===== config.mk =====
export PLATFORM = sky130hd
export DESIGN_NAME = mac_dma_status_flag_latches
export DESIGN_NICKNAME = d
export VERILOG_FILES = /design/src/pkg/flag_bank_pkg.sv /design/src/logic/mac_dma_status_flag_latches.sv /design/src/logic/sticky_flag.sv
export SDC_FILE = /design/constraint.sdc
export NUM_CORES = 1
export LEC_CHECK = 0
export BUFFER_PORTS_ARGS = -buffer_cell sky130_fd_sc_hd__buf_4
export CAP_MARGIN = 15
export CELL_PAD_IN_SITES_DETAIL_PLACEMENT = 0
export CELL_PAD_IN_SITES_GLOBAL_PLACEMENT = 1
export CORE_ASPECT_RATIO = 0.8
export CORE_MARGIN = 2
export CORE_UTILIZATION = 33
export CTS_CLUSTER_SIZE = 28
export DETAILED_ROUTE_END_ITERATION = 10
export PLACE_DENSITY_LB_ADDON = 0.15
export SLEW_MARGIN = 20
export SYNTH_ARGS = -nofsm -noshare
export SYNTH_HDL_FRONTEND = slang
export SYNTH_SLANG_ARGS = --single-unit

===== constraint.sdc =====
create_clock -name clk -period 1.82 [get_ports clk]
set_input_delay 0.182 -clock clk [delete_from_list [all_inputs] [get_ports clk]]
set_output_delay 0.182 -clock clk [all_outputs]
set_load 0.02 [all_outputs]

===== src/pkg/flag_bank_pkg.sv =====
package flag_bank_pkg;
	// ------------------------------------------------------------
	// register map (byte addresses)
	// ------------------------------------------------------------
	localparam logic [11:0] CTRL_ADDR = 12'h000;
	localparam logic [11:0] PRIMARY_STATUS_ADDR = 12'h028;
	localparam logic [11:0] AUX_STATUS_ADDR = 12'h080;
	localparam logic [11:0] IRQ_MASK_ADDR = 12'h084;

	// ------------------------------------------------------------
	// field positions
	// ------------------------------------------------------------
	localparam int FATAL_BIT = 13;
	localparam int GP_TIMER_BIT = 11;
	localparam int RX_WATCHDOG_BIT = 9;
	localparam int RX_HALTED_BIT = 8;
	localparam int RX_STARVED_BIT = 7;
	localparam int RX_DONE_BIT = 6;
	localparam int TX_UNDERRUN_BIT = 5;
	localparam int TX_JABBER_BIT = 3;
	localparam int FLAG_LO = 3;
	localparam int FLAG_HI = 13;
	localparam int MIRROR_HI = 14;
	localparam int PARITY_ERR_BIT = 23;
	localparam int MASTER_ABORT_BIT = 24;
	localparam int TARGET_ABORT_BIT = 25;
	localparam int CTRL_SOFT_RESET_BIT = 0;
	localparam int CTRL_RX_POLL_BIT = 1;
	localparam int CTRL_TX_POLL_BIT = 2;
	localparam int DESC_UNDERRUN_BIT = 1;
	localparam int DESC_JABBER_BIT = 14;

	// implemented flag positions; reserved ones read zero
	localparam logic [14:0] FLAG_IMPL = 15'h2BE8;

	// ------------------------------------------------------------
	// reset values
	// ------------------------------------------------------------
	localparam logic [31:0] STATUS_RESET = 32'h0000_0000;
	localparam logic [31:0] MASK_RESET = 32'h0000_0000;

	// ------------------------------------------------------------
	// process states, gray coded along the usual path
	// ------------------------------------------------------------
	typedef enum logic [1:0] {
		RX_RUN = 2'b00,
		RX_SUSPENDED = 2'b01
	} rx_state_t;

	typedef enum logic [1:0] {
		TX_RUN = 2'b00,
		TX_SUSPENDED = 2'b01,
		TX_STOPPED = 2'b11
	} tx_state_t;
endpackage : flag_bank_pkg


===== src/logic/mac_dma_status_flag_latches.sv =====
`timescale 1ns/1ps
module mac_dma_status_flag_latches (
	// clock and reset
	input wire logic clk,
	input wire logic srst,
	// apb slave
	input wire logic psel,
	input wire logic penable,
	input wire logic pwrite,
	input wire logic [11:0] paddr,
	input wire logic [31:0] pwdata,
	output logic [31:0] prdata,
	output logic pready,
	output logic pslverr,
	// bus error events
	input wire logic parity_error,
	input wire logic master_abort,
	input wire logic target_abort,
	// timer and receive events
	input wire logic gp_timer_timeout,
	input wire logic rx_watchdog_timeout,
	input wire logic rx_state_stopped,
	input wire logic rx_desc_not_owned,
	input wire logic rx_frame_recognized,
	input wire logic rx_frame_complete,
	// transmit events
	input wire logic tx_fifo_empty_in_frame,
	input wire logic tx_jabber_timeout,
	// control towards the engines
	output logic bus_access_enable,
	output logic rx_suspended,
	output logic tx_suspended,
	output logic tx_stopped,
	output logic tx_desc_status_wr,
	output logic [31:0] tx_descriptor_status_word,
	// interrupt
	output logic irq
);
	// ------------------------------------------------------------
	// apb decode
	// ------------------------------------------------------------
	function automatic logic is_status(input logic [11:0] a);
		is_status = (a == flag_bank_pkg::AUX_STATUS_ADDR) ||
			(a == flag_bank_pkg::PRIMARY_STATUS_ADDR);
	endfunction : is_status

	function automatic logic is_mapped(input logic [11:0] a);
		is_mapped = is_status(a) || (a == flag_bank_pkg::IRQ_MASK_ADDR) ||
			(a == flag_bank_pkg::CTRL_ADDR);
	endfunction : is_mapped

	wire logic setup_phase = psel && !penable;
	wire logic wr_access = psel && penable && pwrite;
	wire logic wr_status = wr_access && is_status(paddr);
	wire logic wr_mask = wr_access && (paddr == flag_bank_pkg::IRQ_MASK_ADDR);
	wire logic wr_ctrl = wr_access && (paddr == flag_bank_pkg::CTRL_ADDR);
	wire logic soft_rst = wr_ctrl && pwdata[flag_bank_pkg::CTRL_SOFT_RESET_BIT];
	wire logic rx_poll = wr_ctrl && pwdata[flag_bank_pkg::CTRL_RX_POLL_BIT];
	wire logic tx_poll = wr_ctrl && pwdata[flag_bank_pkg::CTRL_TX_POLL_BIT];
	wire logic rst_any = srst || soft_rst;

	// zero wait states; unmapped addresses answer with an error
	assign pready = psel && penable;
	assign pslverr = psel && penable && !is_mapped(paddr);

	// ------------------------------------------------------------
	// state
	// ------------------------------------------------------------
	logic [31:0] irq_mask;
	logic [2:0] bus_err_code;
	logic rx_stopped_d;
	flag_bank_pkg::rx_state_t rx_state;
	flag_bank_pkg::rx_state_t next_rx_state;
	flag_bank_pkg::tx_state_t tx_state;
	flag_bank_pkg::tx_state_t next_tx_state;
	wire logic [14:0] flags;
	logic [14:0] flag_events;

	// event vector in flag layout
	wire logic bus_fault = parity_error || master_abort || target_abort;
	wire logic rx_stop_entry = rx_state_stopped && !rx_stopped_d;
	assign flag_events = {
		1'b0,
		bus_fault,
		1'b0,
		gp_timer_timeout,
		1'b0,
		rx_watchdog_timeout,
		rx_stop_entry,
		rx_desc_not_owned,
		rx_frame_complete,
		tx_fifo_empty_in_frame,
		1'b0,
		tx_jabber_timeout,
		3'h0
	};

	// ------------------------------------------------------------
	// sticky flag bank
	// ------------------------------------------------------------
	// one latch per implemented position, reserved ones tied low
	for (genvar i = 0; i <= flag_bank_pkg::MIRROR_HI; i++) begin : g_flag
		if (flag_bank_pkg::FLAG_IMPL[i]) begin : g_impl
			sticky_flag u_flag (
				.clk(clk),
				.rst(rst_any),
				.set(flag_events[i]),
				.clr(wr_status && pwdata[i]),
				.q(flags[i])
			);
		end else begin : g_res
			assign flags[i] = 1'b0;
		end
	end

	// status word as seen from the auxiliary address; the primary address adds the bus error code
	wire logic [31:0] status_word = {16'h0000, 1'b0, flags};
	wire logic [31:0] primary_word = status_word | {6'h00, bus_err_code, 23'h000000};
	wire logic [31:0] read_mux =
		(paddr == flag_bank_pkg::AUX_STATUS_ADDR) ? status_word :
		(paddr == flag_bank_pkg::PRIMARY_STATUS_ADDR) ? primary_word :
		(paddr == flag_bank_pkg::IRQ_MASK_ADDR) ? irq_mask : 32'h0000_0000;

	// read data captured in the setup cycle
	always_ff @(posedge clk) begin
		if (srst) begin
			prdata <= flag_bank_pkg::STATUS_RESET;
		end else if (setup_phase) begin
			prdata <= read_mux;
		end
	end

	// mask register, only hardware reset clears it
	always_ff @(posedge clk) begin
		if (srst) begin
			irq_mask <= flag_bank_pkg::MASK_RESET;
		end else if (wr_mask) begin
			irq_mask <= pwdata;
		end
	end

	// level interrupt from unmasked flags
	always_ff @(posedge clk) begin
		if (srst) begin
			irq <= 1'b0;
		end else begin
			irq <= |(status_word & irq_mask);
		end
	end

	// ------------------------------------------------------------
	// bus fault handling
	// ------------------------------------------------------------
	// error cause kept for the primary status; access cut until soft reset
	always_ff @(posedge clk) begin
		if (rst_any) begin
			bus_err_code <= 3'h0;
			bus_access_enable <= 1'b1;
		end else begin
			bus_err_code <= bus_err_code | {target_abort, master_abort, parity_error};
			if (bus_fault) begin
				bus_access_enable <= 1'b0;
			end
		end
	end

	// receive stop edge detect
	always_ff @(posedge clk) begin
		if (rst_any) begin
			rx_stopped_d <= 1'b0;
		end else begin
			rx_stopped_d <= rx_state_stopped;
		end
	end

	// ------------------------------------------------------------
	// receive process suspend
	// ------------------------------------------------------------
	always_comb begin
		next_rx_state = rx_state;
		case (rx_state)
			flag_bank_pkg::RX_RUN: begin
				if (rx_desc_not_owned) begin
					next_rx_state = flag_bank_pkg::RX_SUSPENDED;
				end
			end
			flag_bank_pkg::RX_SUSPENDED: begin
				if (rx_poll || rx_frame_recognized) begin
					next_rx_state = flag_bank_pkg::RX_RUN;
				end
			end
			default: begin
				next_rx_state = flag_bank_pkg::RX_RUN;
			end
		endcase
	end

	always_ff @(posedge clk) begin
		if (rst_any) begin
			rx_state <= flag_bank_pkg::RX_RUN;
		end else begin
			rx_state <= next_rx_state;
		end
	end

	assign rx_suspended = (rx_state == flag_bank_pkg::RX_SUSPENDED);

	// ------------------------------------------------------------
	// transmit process suspend and stop
	// ------------------------------------------------------------
	always_comb begin
		next_tx_state = tx_state;
		case (tx_state)
			flag_bank_pkg::TX_RUN: begin
				if (tx_jabber_timeout) begin
					next_tx_state = flag_bank_pkg::TX_STOPPED;
				end else if (tx_fifo_empty_in_frame) begin
					next_tx_state = flag_bank_pkg::TX_SUSPENDED;
				end
			end
			flag_bank_pkg::TX_SUSPENDED: begin
				if (tx_jabber_timeout) begin
					next_tx_state = flag_bank_pkg::TX_STOPPED;
				end else if (tx_poll) begin
					next_tx_state = flag_bank_pkg::TX_RUN;
				end
			end
			flag_bank_pkg::TX_STOPPED: begin
				if (tx_poll) begin
					next_tx_state = flag_bank_pkg::TX_RUN;
				end
			end
			default: begin
				next_tx_state = flag_bank_pkg::TX_RUN;
			end
		endcase
	end

	always_ff @(posedge clk) begin
		if (rst_any) begin
			tx_state <= flag_bank_pkg::TX_RUN;
		end else begin
			tx_state <= next_tx_state;
		end
	end

	assign tx_suspended = (tx_state == flag_bank_pkg::TX_SUSPENDED);
	assign tx_stopped = (tx_state == flag_bank_pkg::TX_STOPPED);

	// descriptor status bits written back on underrun or jabber
	wire logic [31:0] desc_bits =
		({31'h0, tx_fifo_empty_in_frame} << flag_bank_pkg::DESC_UNDERRUN_BIT) |
		({31'h0, tx_jabber_timeout} << flag_bank_pkg::DESC_JABBER_BIT);

	always_ff @(posedge clk) begin
		if (rst_any) begin
			tx_desc_status_wr <= 1'b0;
			tx_descriptor_status_word <= 32'h0000_0000;
		end else begin
			tx_desc_status_wr <= tx_fifo_empty_in_frame || tx_jabber_timeout;
			if (tx_fifo_empty_in_frame || tx_jabber_timeout) begin
				tx_descriptor_status_word <= desc_bits;
			end
		end
	end

	// ------------------------------------------------------------
	// assertions
	// ------------------------------------------------------------
	property p_fatal_latch;
		@(posedge clk) disable iff (srst)
		(bus_fault && !soft_rst) |=> flags[flag_bank_pkg::FATAL_BIT];
	endproperty
	a_fatal_latch: assert property (p_fatal_latch) else $error("fatal flag missed");

	property p_bus_off;
		@(posedge clk) disable iff (srst)
		(bus_fault && !soft_rst) ##1 !soft_rst |-> !bus_access_enable ##1 !bus_access_enable;
	endproperty
	a_bus_off: assert property (p_bus_off) else $error("bus access after fault");

	property p_bus_recover;
		@(posedge clk) disable iff (srst)
		(!bus_access_enable && !soft_rst) |=> !bus_access_enable;
	endproperty
	a_bus_recover: assert property (p_bus_recover) else $error("bus back without reset");

	property p_soft_reset;
		@(posedge clk) disable iff (srst)
		soft_rst |=> bus_access_enable && (flags == 15'h0000);
	endproperty
	a_soft_reset: assert property (p_soft_reset) else $error("soft reset ineffective");

	property p_write_zero;
		@(posedge clk) disable iff (srst)
		(wr_status && !soft_rst && (pwdata[14:0] == 15'h0000)) |=>
			(flags & $past(flags)) == $past(flags);
	endproperty
	a_write_zero: assert property (p_write_zero) else $error("zero write cleared a flag");

	property p_clear_one;
		@(posedge clk) disable iff (srst)
		(wr_status && pwdata[flag_bank_pkg::RX_DONE_BIT] && !rx_frame_complete)
			|=> !flags[flag_bank_pkg::RX_DONE_BIT];
	endproperty
	a_clear_one: assert property (p_clear_one) else $error("write one did not clear");

	property p_gp_timer;
		@(posedge clk) disable iff (srst)
		(gp_timer_timeout && !soft_rst) |=> flags[flag_bank_pkg::GP_TIMER_BIT];
	endproperty
	a_gp_timer: assert property (p_gp_timer) else $error("timer flag missed");

	property p_rx_watchdog;
		@(posedge clk) disable iff (srst)
		(rx_watchdog_timeout && !soft_rst) |=> flags[flag_bank_pkg::RX_WATCHDOG_BIT];
	endproperty
	a_rx_watchdog: assert property (p_rx_watchdog) else $error("watchdog flag missed");

	property p_rx_halt;
		@(posedge clk) disable iff (srst || soft_rst)
		$rose(rx_state_stopped) |=> flags[flag_bank_pkg::RX_HALTED_BIT];
	endproperty
	a_rx_halt: assert property (p_rx_halt) else $error("halt flag missed");

	property p_rx_starve;
		@(posedge clk) disable iff (srst)
		(rx_desc_not_owned && !soft_rst &&
			!(rx_suspended && (rx_poll || rx_frame_recognized))) |=>
			rx_suspended && flags[flag_bank_pkg::RX_STARVED_BIT];
	endproperty
	a_rx_starve: assert property (p_rx_starve) else $error("starvation not handled");

	property p_rx_resume;
		@(posedge clk) disable iff (srst)
		(rx_suspended && (rx_poll || rx_frame_recognized)) |=> !rx_suspended;
	endproperty
	a_rx_resume: assert property (p_rx_resume) else $error("receive did not resume");

	property p_rx_done;
		@(posedge clk) disable iff (srst)
		(rx_frame_complete && !soft_rst) |=> flags[flag_bank_pkg::RX_DONE_BIT];
	endproperty
	a_rx_done: assert property (p_rx_done) else $error("done flag missed");

	property p_underrun;
		@(posedge clk) disable iff (srst)
		(tx_fifo_empty_in_frame && !tx_jabber_timeout && !soft_rst && !tx_stopped &&
			!(tx_suspended && tx_poll)) |=>
			flags[flag_bank_pkg::TX_UNDERRUN_BIT] && tx_suspended && tx_desc_status_wr &&
			tx_descriptor_status_word[flag_bank_pkg::DESC_UNDERRUN_BIT];
	endproperty
	a_underrun: assert property (p_underrun) else $error("underrun not handled");

	property p_jabber;
		@(posedge clk) disable iff (srst)
		(tx_jabber_timeout && !soft_rst && !(tx_stopped && tx_poll)) |=>
			flags[flag_bank_pkg::TX_JABBER_BIT] &&
			tx_stopped && tx_descriptor_status_word[flag_bank_pkg::DESC_JABBER_BIT];
	endproperty
	a_jabber: assert property (p_jabber) else $error("jabber not handled");

	property p_mirror;
		@(posedge clk) disable iff (srst)
		(setup_phase && is_status(paddr)) |=> prdata[14:0] == $past(flags);
	endproperty
	a_mirror: assert property (p_mirror) else $error("status views differ");

	property p_set_wins;
		@(posedge clk) disable iff (srst)
		(wr_status && pwdata[flag_bank_pkg::GP_TIMER_BIT] && gp_timer_timeout && !soft_rst)
			|=> flags[flag_bank_pkg::GP_TIMER_BIT];
	endproperty
	a_set_wins: assert property (p_set_wins) else $error("clear beat event");

	c_fatal: cover property (@(posedge clk) disable iff (srst) bus_fault ##[1:20] soft_rst);
	c_rx_cycle: cover property (@(posedge clk) disable iff (srst)
		rx_desc_not_owned ##[1:20] rx_poll);
	c_irq: cover property (@(posedge clk) disable iff (srst) $rose(irq));
	c_collide: cover property (@(posedge clk) disable iff (srst)
		wr_status && pwdata[flag_bank_pkg::GP_TIMER_BIT] && gp_timer_timeout);
endmodule : mac_dma_status_flag_latches


===== src/logic/sticky_flag.sv =====
`timescale 1ns/1ps
// one high-latching flag, cleared by a write of one; a set wins over the clear
module sticky_flag (
	// clock and reset
	input wire logic clk,
	input wire logic rst,
	// event and clear
	input wire logic set,
	input wire logic clr,
	// flag
	output logic q
);
	// latch on event, release on reset or on clear without event
	always_ff @(posedge clk) begin
		if (rst) begin
			q <= 1'b0;
		end else if (set) begin
			q <= 1'b1;
		end else if (clr) begin
			q <= 1'b0;
		end
	end
endmodule : sticky_flag


==> out/summary.txt, run 1 <==
Status - finished, final reports clean
Total wire length - 9252 um
Hold_ws - 56.73 ps
Core area - 11,430 um^2
Final Instance Area - 5020 um^2
HP Class - in2reg
Tcrit/Tclk final - 0.8983
DP Area - 4715 um^2
FP Rows - 35
Antenna violations before repair - 0
First-pass GRT wire length - 14,840 um
Number of synthesized flops with an enable pin - 0
CP endpoint - irq_mask[17]$_SDFFE_PP0P_
Die Ht - 100.5 um
Wire per inst - 13.65 um
PortBufs - 101
Initial Utilization - 0.3360
Hold path cells - 2
Synth area leaders - dfxtp_1, nand2b_1, mux2i_1, buf_4, a21oi_1
Clock Pin Slew Worst Setup and Hold Paths - 60 ps
# DRC - 0
WP data required - 2080 ps
Critical path capture point type - flop
CTS Buf Count - 9
GP Congestion - 0.7630
Util after Layout - 0.4392
CTS sink cnt - 84
Beginning of the worst register-to-register path - tx_state[0]$_SDFFE_PP0P_
Fmax - 0.6117 GHz
Avg Cell Area, Syn - 9.014 um^2
DR vias - 3,077
Tightest Pin Transition - 645.1 ps
Non-filler instance count after layout - 678
Arrival time worst endpoint - 1890 ps
Critical path fanouts, max - 14
Worst Setup Start Kind - input pin
MaxCap Viol Count - 0
Final net count - 585
Syn Inst Count - 426
R2r setup slk - 980 ps
Share of cells above drive strength 1 - 0.2660
Post-DP HPWL - 6763 um
# Post-CTS Setup Buffers - 0
Met2 WL - 3790 um
Ant diodes - 0
Critical path class - in2reg
Slew Limit Headroom - 0.5638
CTS Hold Bufs - 0
Number of gates resized after cts - 0
Yosys top cell area share - 0.4379
Vias in the first global route - 2,918
Clk_skew - 8.246 ps
Seq/Total Area, Yosys - 0.4379
Routed Antenna Nets - 0
Die width - 124.6 um
CTS Root Cell - clkbuf_16
Most instantiated cells after synthesis - dfxtp_1, nand2b_1, buf_4, mux2i_1, a21oi_1
Pwr Density - 836.7 nW/um^2
Cell accounting for the most synthesized area - dfxtp_1
Setup WS post-layout - 185.2 ps
Worst R2R End - tx_state[0]$_SDFFE_PP0P_
Die ar. - 12,520 um^2
Clock Tree Buf Depth - 2
Post-Place Cells - 662
Highest Signal Layer - met4
Congestion Overflow GR - 0
Clock network latency to the later pin of the worst-skew pair - 330 ps
YS warnings - 0
Main synth FF type - dfxtp_1
DRT Pass-1 Iters - 4
R2r worst-path depth - 4
H-Tree Depth - 3
Yosys reg bits - 84
Fin. max-slew vios - 0
Largest net degree at the start of global routing - 78
Vias per cell - 4.538
FILL cells - 1,133
Worst VDD drop - 0.4108 mV
GRT Total Usage - 0.1486
RSZ-0062 raised after global routing - no
CTS tree - built
Setup Viol. Count Final - 0
Pre-CTS setup slack - -165.5 ps
Num ports - 132
Post-synthesis cell area - 3840 um^2
P_leak - 1.979 nW
Unique masters post-synth - 40
FFs w/ async S/R, synth - 0
Final Hold Fails - 0
DRT iter0 DRCs - 124
M1 wire length - 4751 um
CP startpoint - paddr[9]
Met3 Wirelength - 650 um
Layout area overhead - 30.73%
Top-count cell post-synth - dfxtp_1
Post-layout min period - 1635 ps
-- placed cells by master, fill, tap and decap left out, types with 2 or more instances in the layout --
master      synthesis  final
dfxtp_1            84     84
clkbuf_8            0      2
o21ai_0             3      3
mux2i_1            32     32
buf_12              0      5
a21oi_1            31     31
a31oi_1            10     10
and2_1              3      3
nor3_1              2      2
clkinvlp_4          0      2
clkbuf_1           17      2
nand2_1            27     27
conb_1              1     30
and3_1              2      2
nand3_1            30     30
nor2b_1             5      4
buf_4              32    111
inv_1              11     11
nand2b_1           65     65
a22oi_1             7      7
clkbuf_16           0      9
o21a_1             15     15
a211oi_1            9      9
nor2_1             14     14
-- registers in the layout, indices dropped and copies added, names as in the netlist --
register and cells:
tx_descriptor_status_word 2, prdata 32, tx_desc_status_wr 1, bus_err_code 3, irq_mask 32, tx_state 2
g_flag.g_impl.u_flag.q 8, rx_state 1, rx_stopped_d 1, irq 1, bus_access_enable 1
-- layer usage --
layer,vias to the layer above,GRT usage
met5,-,0
met4,0,0.04149
met3,5,0.05042
met2,96,0.2077
met1,1388,0.2165
li1,1588,-
-- kinds of logic (layout without fill, tap and decap cells) --
logic type / count (synthesis) / after routing / synth area share
buffers and inverters: 68 / 143 / 0.1069
other: 1 / 30 / 0.0009766
muxes: 32 / 32 / 0.08342
and+or+nand+nor: 160 / 160 / 0.2317
AOI/OAI and AO/OA: 81 / 81 / 0.1391
DFF: 84 / 84 / 0.4379
-- per-stage QoR --
stage          power [mW]  setup TNS (ps)
2_1_floorplan       2.234               0
3_3_place_gp        2.393           -2345
3_5_place_dp        2.394           -4357
4_1_cts             4.256               0
5_1_grt             4.374               0
6_report            4.200               0
-- how the worst min path moves through the flow --
| stage | start | to | slack (ps) |
|---|---|---|---|
| finish | target_abort | bus_err_code[2]$_SDFF_PP0_ | 60 |
| detailed placement | gp_timer_timeout | g_flag[11].g_impl.u_flag.q$_SDFFE_PP0P_ | 400 |
| global route | target_abort | bus_err_code[2]$_SDFF_PP0_ | 40 |
| floorplan | target_abort | bus_err_code[2]$_SDFF_PP0_ | 290 |
| CTS | rx_state_stopped | rx_stopped_d$_SDFF_PP0_ | 50 |
| global placement | target_abort | bus_err_code[2]$_SDFF_PP0_ | 390 |
-- critical path, cell delays in order --
cell and delay [ps]:
buf_4 110, or4_4 570, nor3_2 250, nor3b_2 260, buf_4 300, mux2i_1 220
-- power by group --
group          total [mW]  internal [mW]  switching, mW
logic               0.442          0.199          0.243
registers            1.91           1.88         0.0291
clock network        1.85           1.14          0.711
-- cell type report --
cell class                 instances  area (um^2)  share of cell area
clock inverter                     3        45.04            0.008973
multi-input combinational        303         1873              0.3731
sequential                        84         1682              0.3350
inverter                          11        41.29            0.008225
timing repair buffer             116        933.4              0.1859
tap                              148        185.2             0.03689
clock buffer                      13        260.3             0.05184
(Power assumes the default switching activity.)
==> run 2, diff against run 1 <==
- ABC_AREA: default -> 1
- CORE_UTILIZATION: 33 -> 31
==> out/summary.txt, run 2 <==
Status - finished, final reports clean
H-Tree Depth - 3 (unchanged)
MaxCap Viol Count - 0 (unchanged)
GP Congestion - 0.7411 (-2.9%)
# DRC - 0 (unchanged)
CP endpoint - pslverr
Clock network latency to the later pin of the worst-skew pair - 340 ps (about the same)
Vias per cell - 4.563 (+0.54%)
Util after Layout - 0.4133 (-0.02587)
Fmax - 0.6895 GHz (+13%)
Most frequent cells in the layout - nand2_1, buf_4, dfxtp_1
Clk_skew - 8.268 ps (+0.02192 ps)
CTS tree - built
GR met2 Demand/Resource - 0.2461 (+0.03842)
CP startpoint - paddr[11]
Routed Antenna Nets - 0 (unchanged)
CTS Buf Count - 9 (unchanged)
Main synth FF type - dfxtp_1
HP Class - in2reg
Die Ht - 102.2 um (+1.8%)
Non-filler instance count after layout - 764 (+13%)
Total wire length - 9801 um (+5.9%)
Critical path fanouts, max - 8 (-6)
FFs w/ async S/R, synth - 0 (unchanged)
Syn Inst Count - 515 (+21%)
R2r setup slk - 890 ps (-90 ps)
Setup Viol. Count Final - 0 (unchanged)
Yosys top cell area share - 0.4496 (+0.01172)
Met1 usage in global routing - 0.2085 (-0.007985)
Post-DP HPWL - 7001 um (+3.5%)
Beginning of the worst register-to-register path - tx_state[1]$_SDFFE_PP0P_
Layer with the highest usage - met2
PortBufs - 101 (unchanged)
Top-count cell post-synth - nand2_1
GRT Total Usage - 0.1563 (+0.007681)
Number of gates resized after cts - 0 (unchanged)
RSZ-0062 raised after global routing - no
Critical path capture point type - output pin
Share of cells above drive strength 1 - 0.2208 (-0.04526)
Critical path class - in2out
Vias in the first global route - 3,199 (+9.6%)
Worst VDD drop - 0.5013 mV (+22%)
Die width - 126.8 um (+1.8%)
Seq/Total Area, Yosys - 0.4496 (+0.01172)
Layout area overhead - 28.74%
DRT Pass-1 Iters - 4 (unchanged)
Num ports - 132 (unchanged)
Worst R2R End - tx_state[0]$_SDFFE_PP0P_
Post-Place Cells - 748 (+13%)
R2r worst-path depth - 5 (+1)
DR vias - 3,486 (+13%)
Number of synthesized flops with an enable pin - 0 (unchanged)
Post-synthesis compound-gate area fraction - 0.1007 (-0.03843)
CTS Hold Bufs - 0 (unchanged)
Core area - 11,650 um^2 (+1.9%)
Post-layout min period - 1450 ps (-184.4 ps)
CTS sink cnt - 84 (unchanged)
Post-synthesis cell area - 3740 um^2 (-2.6%)
Main combinational cell family by area after synthesis - simple AND/OR/NAND/NOR gates
Hold path cells - 3 (+1)
Pwr Density - 873.6 nW/um^2 (+4.4%)
Wire per inst - 12.83 um (-6.0%)
Largest registers - irq_mask x32, prdata x32, g_flag.g_impl.u_flag.q x8
Most instantiated cells after synthesis - nand2_1, dfxtp_1, nand3_1
# Post-CTS Setup Buffers - 0 (unchanged)
Clock Tree Buf Depth - 2 (unchanged)
Fin Setup TNS - 0 ps (unchanged)
Ant diodes - 0 (unchanged)
Tcrit/Tclk final - 0.7969 (-0.1013)
Avg Cell Area, Syn - 7.262 um^2 (-19%)
Mux contribution to synthesized area - 0 (-0.08341)
Commonest non-fill, non-tap cell in the layout - nand2_1
Arrival time worst endpoint - 1270 ps (-620 ps)
Final Hold Fails - 0 (unchanged)
P_leak - 2.122 nW (+7.2%)
Yosys reg bits - 84 (unchanged)
CTS Root Cell - clkbuf_16
Adder-cell share of the synthesized area - 0 (unchanged)
FP Rows - 35 (unchanged)
Die ar. - 12,960 um^2 (+3.5%)
Worst Setup Start Kind - input pin
Clock Pin Slew Worst Setup and Hold Paths - 60 ps (about the same)
Antenna violations before repair - 0 (unchanged)
Congestion Overflow GR - 0 (unchanged)
YS warnings - 0 (unchanged)
XOR/XNOR share of the synthesized area - 0 (unchanged)
First-pass GRT wire length - 16,050 um (+8.2%)
Initial Utilization - 0.3211 (-0.01491)
Final net count - 671 (+15%)
Post-synthesis simple-gate area fraction - 0.3044 (+0.07278)
WP data required - 1640 ps (-440 ps)
Fin. max-slew vios - 0 (unchanged)
Largest net degree at the start of global routing - 54 (-31%)
Synth area leaders - dfxtp_1, nand2_1, nand3_1, a21oi_1, buf_4
DRT iter0 DRCs - 243 (+96%)
Unique masters post-synth - 22 (-45%)
GR Layer Usage met3 - 0.04503 (-0.005398)
Cell accounting for the most synthesized area - dfxtp_1
FILL cells - 1,243 (+9.7%)
==> run 2: routing by layer <==
layer / wire (um) / vias up
met3: 550 / 7
met5: 0 / -
li1: - / 1797
met4: 89 / 0
met2: 4390 / 93
met1: 4771 / 1589
==> run 2: final cells by class <==
cell class	count	area (um^2)	area share
timing repair buffer	112	853.3	0.1772
clock buffer	11	252.7	0.05249
clock inverter	5	58.81	0.01221
multi-input combinational	366	1640	0.3407
sequential	84	1682	0.3493
inverter	38	142.6	0.02963
tap	148	185.2	0.03846
==> run 2: critical path: stages <==
cell	delay, ps
buf_4	80
nor2_1	30
nand2_1	190
inv_1	180
nand3_1	150
nand2_1	90
nor3_1	190
buf_4	180
==> run 2: kinds of logic after synthesis <==
family,after synthesis
AND/OR/NAND/NOR,263
other,1
buffers and inverters,94
AO/OA/AOI/OAI,73
flip-flops,84
==> run 2: per-stage QoR <==
stage | instance area [um^2] | setup WS (ps) | power, mW | hold WS, ps
final | 4815 | 369.6 | 4.206 | 75.98
after global routing | 4815 | 216.9 | 4.380 | 71.58
after CTS | 4815 | 339.4 | 4.270 | 64.73
after detailed placement | 4503 | 218.0 | 2.368 | 420.0
after global placement | 4503 | 311.3 | 2.367 | 412.4
after floorplan | 3849 | 359.8 | 2.214 | 305.9
==> run 2: where the power goes <==
group | switching, mW | internal, mW | total (mW) | leakage [nW]
clock network | 0.742 | 1.14 | 1.88 | 0.148
logic | 0.254 | 0.162 | 0.415 | 1.29
registers | 0.0291 | 1.88 | 1.91 | 0.684
==> run 2: worst min-delay path by stage <==
stage	from	end	slack, ps
final	target_abort	bus_err_code[2]$_SDFF_PP0_	80
after global placement	target_abort	bus_err_code[2]$_SDFF_PP0_	410
after floorplan	rx_state_stopped	rx_stopped_d$_SDFF_PP0_	310
after detailed placement	target_abort	bus_err_code[2]$_SDFF_PP0_	420
after CTS	target_abort	bus_err_code[2]$_SDFF_PP0_	60
after global routing	target_abort	bus_err_code[2]$_SDFF_PP0_	70
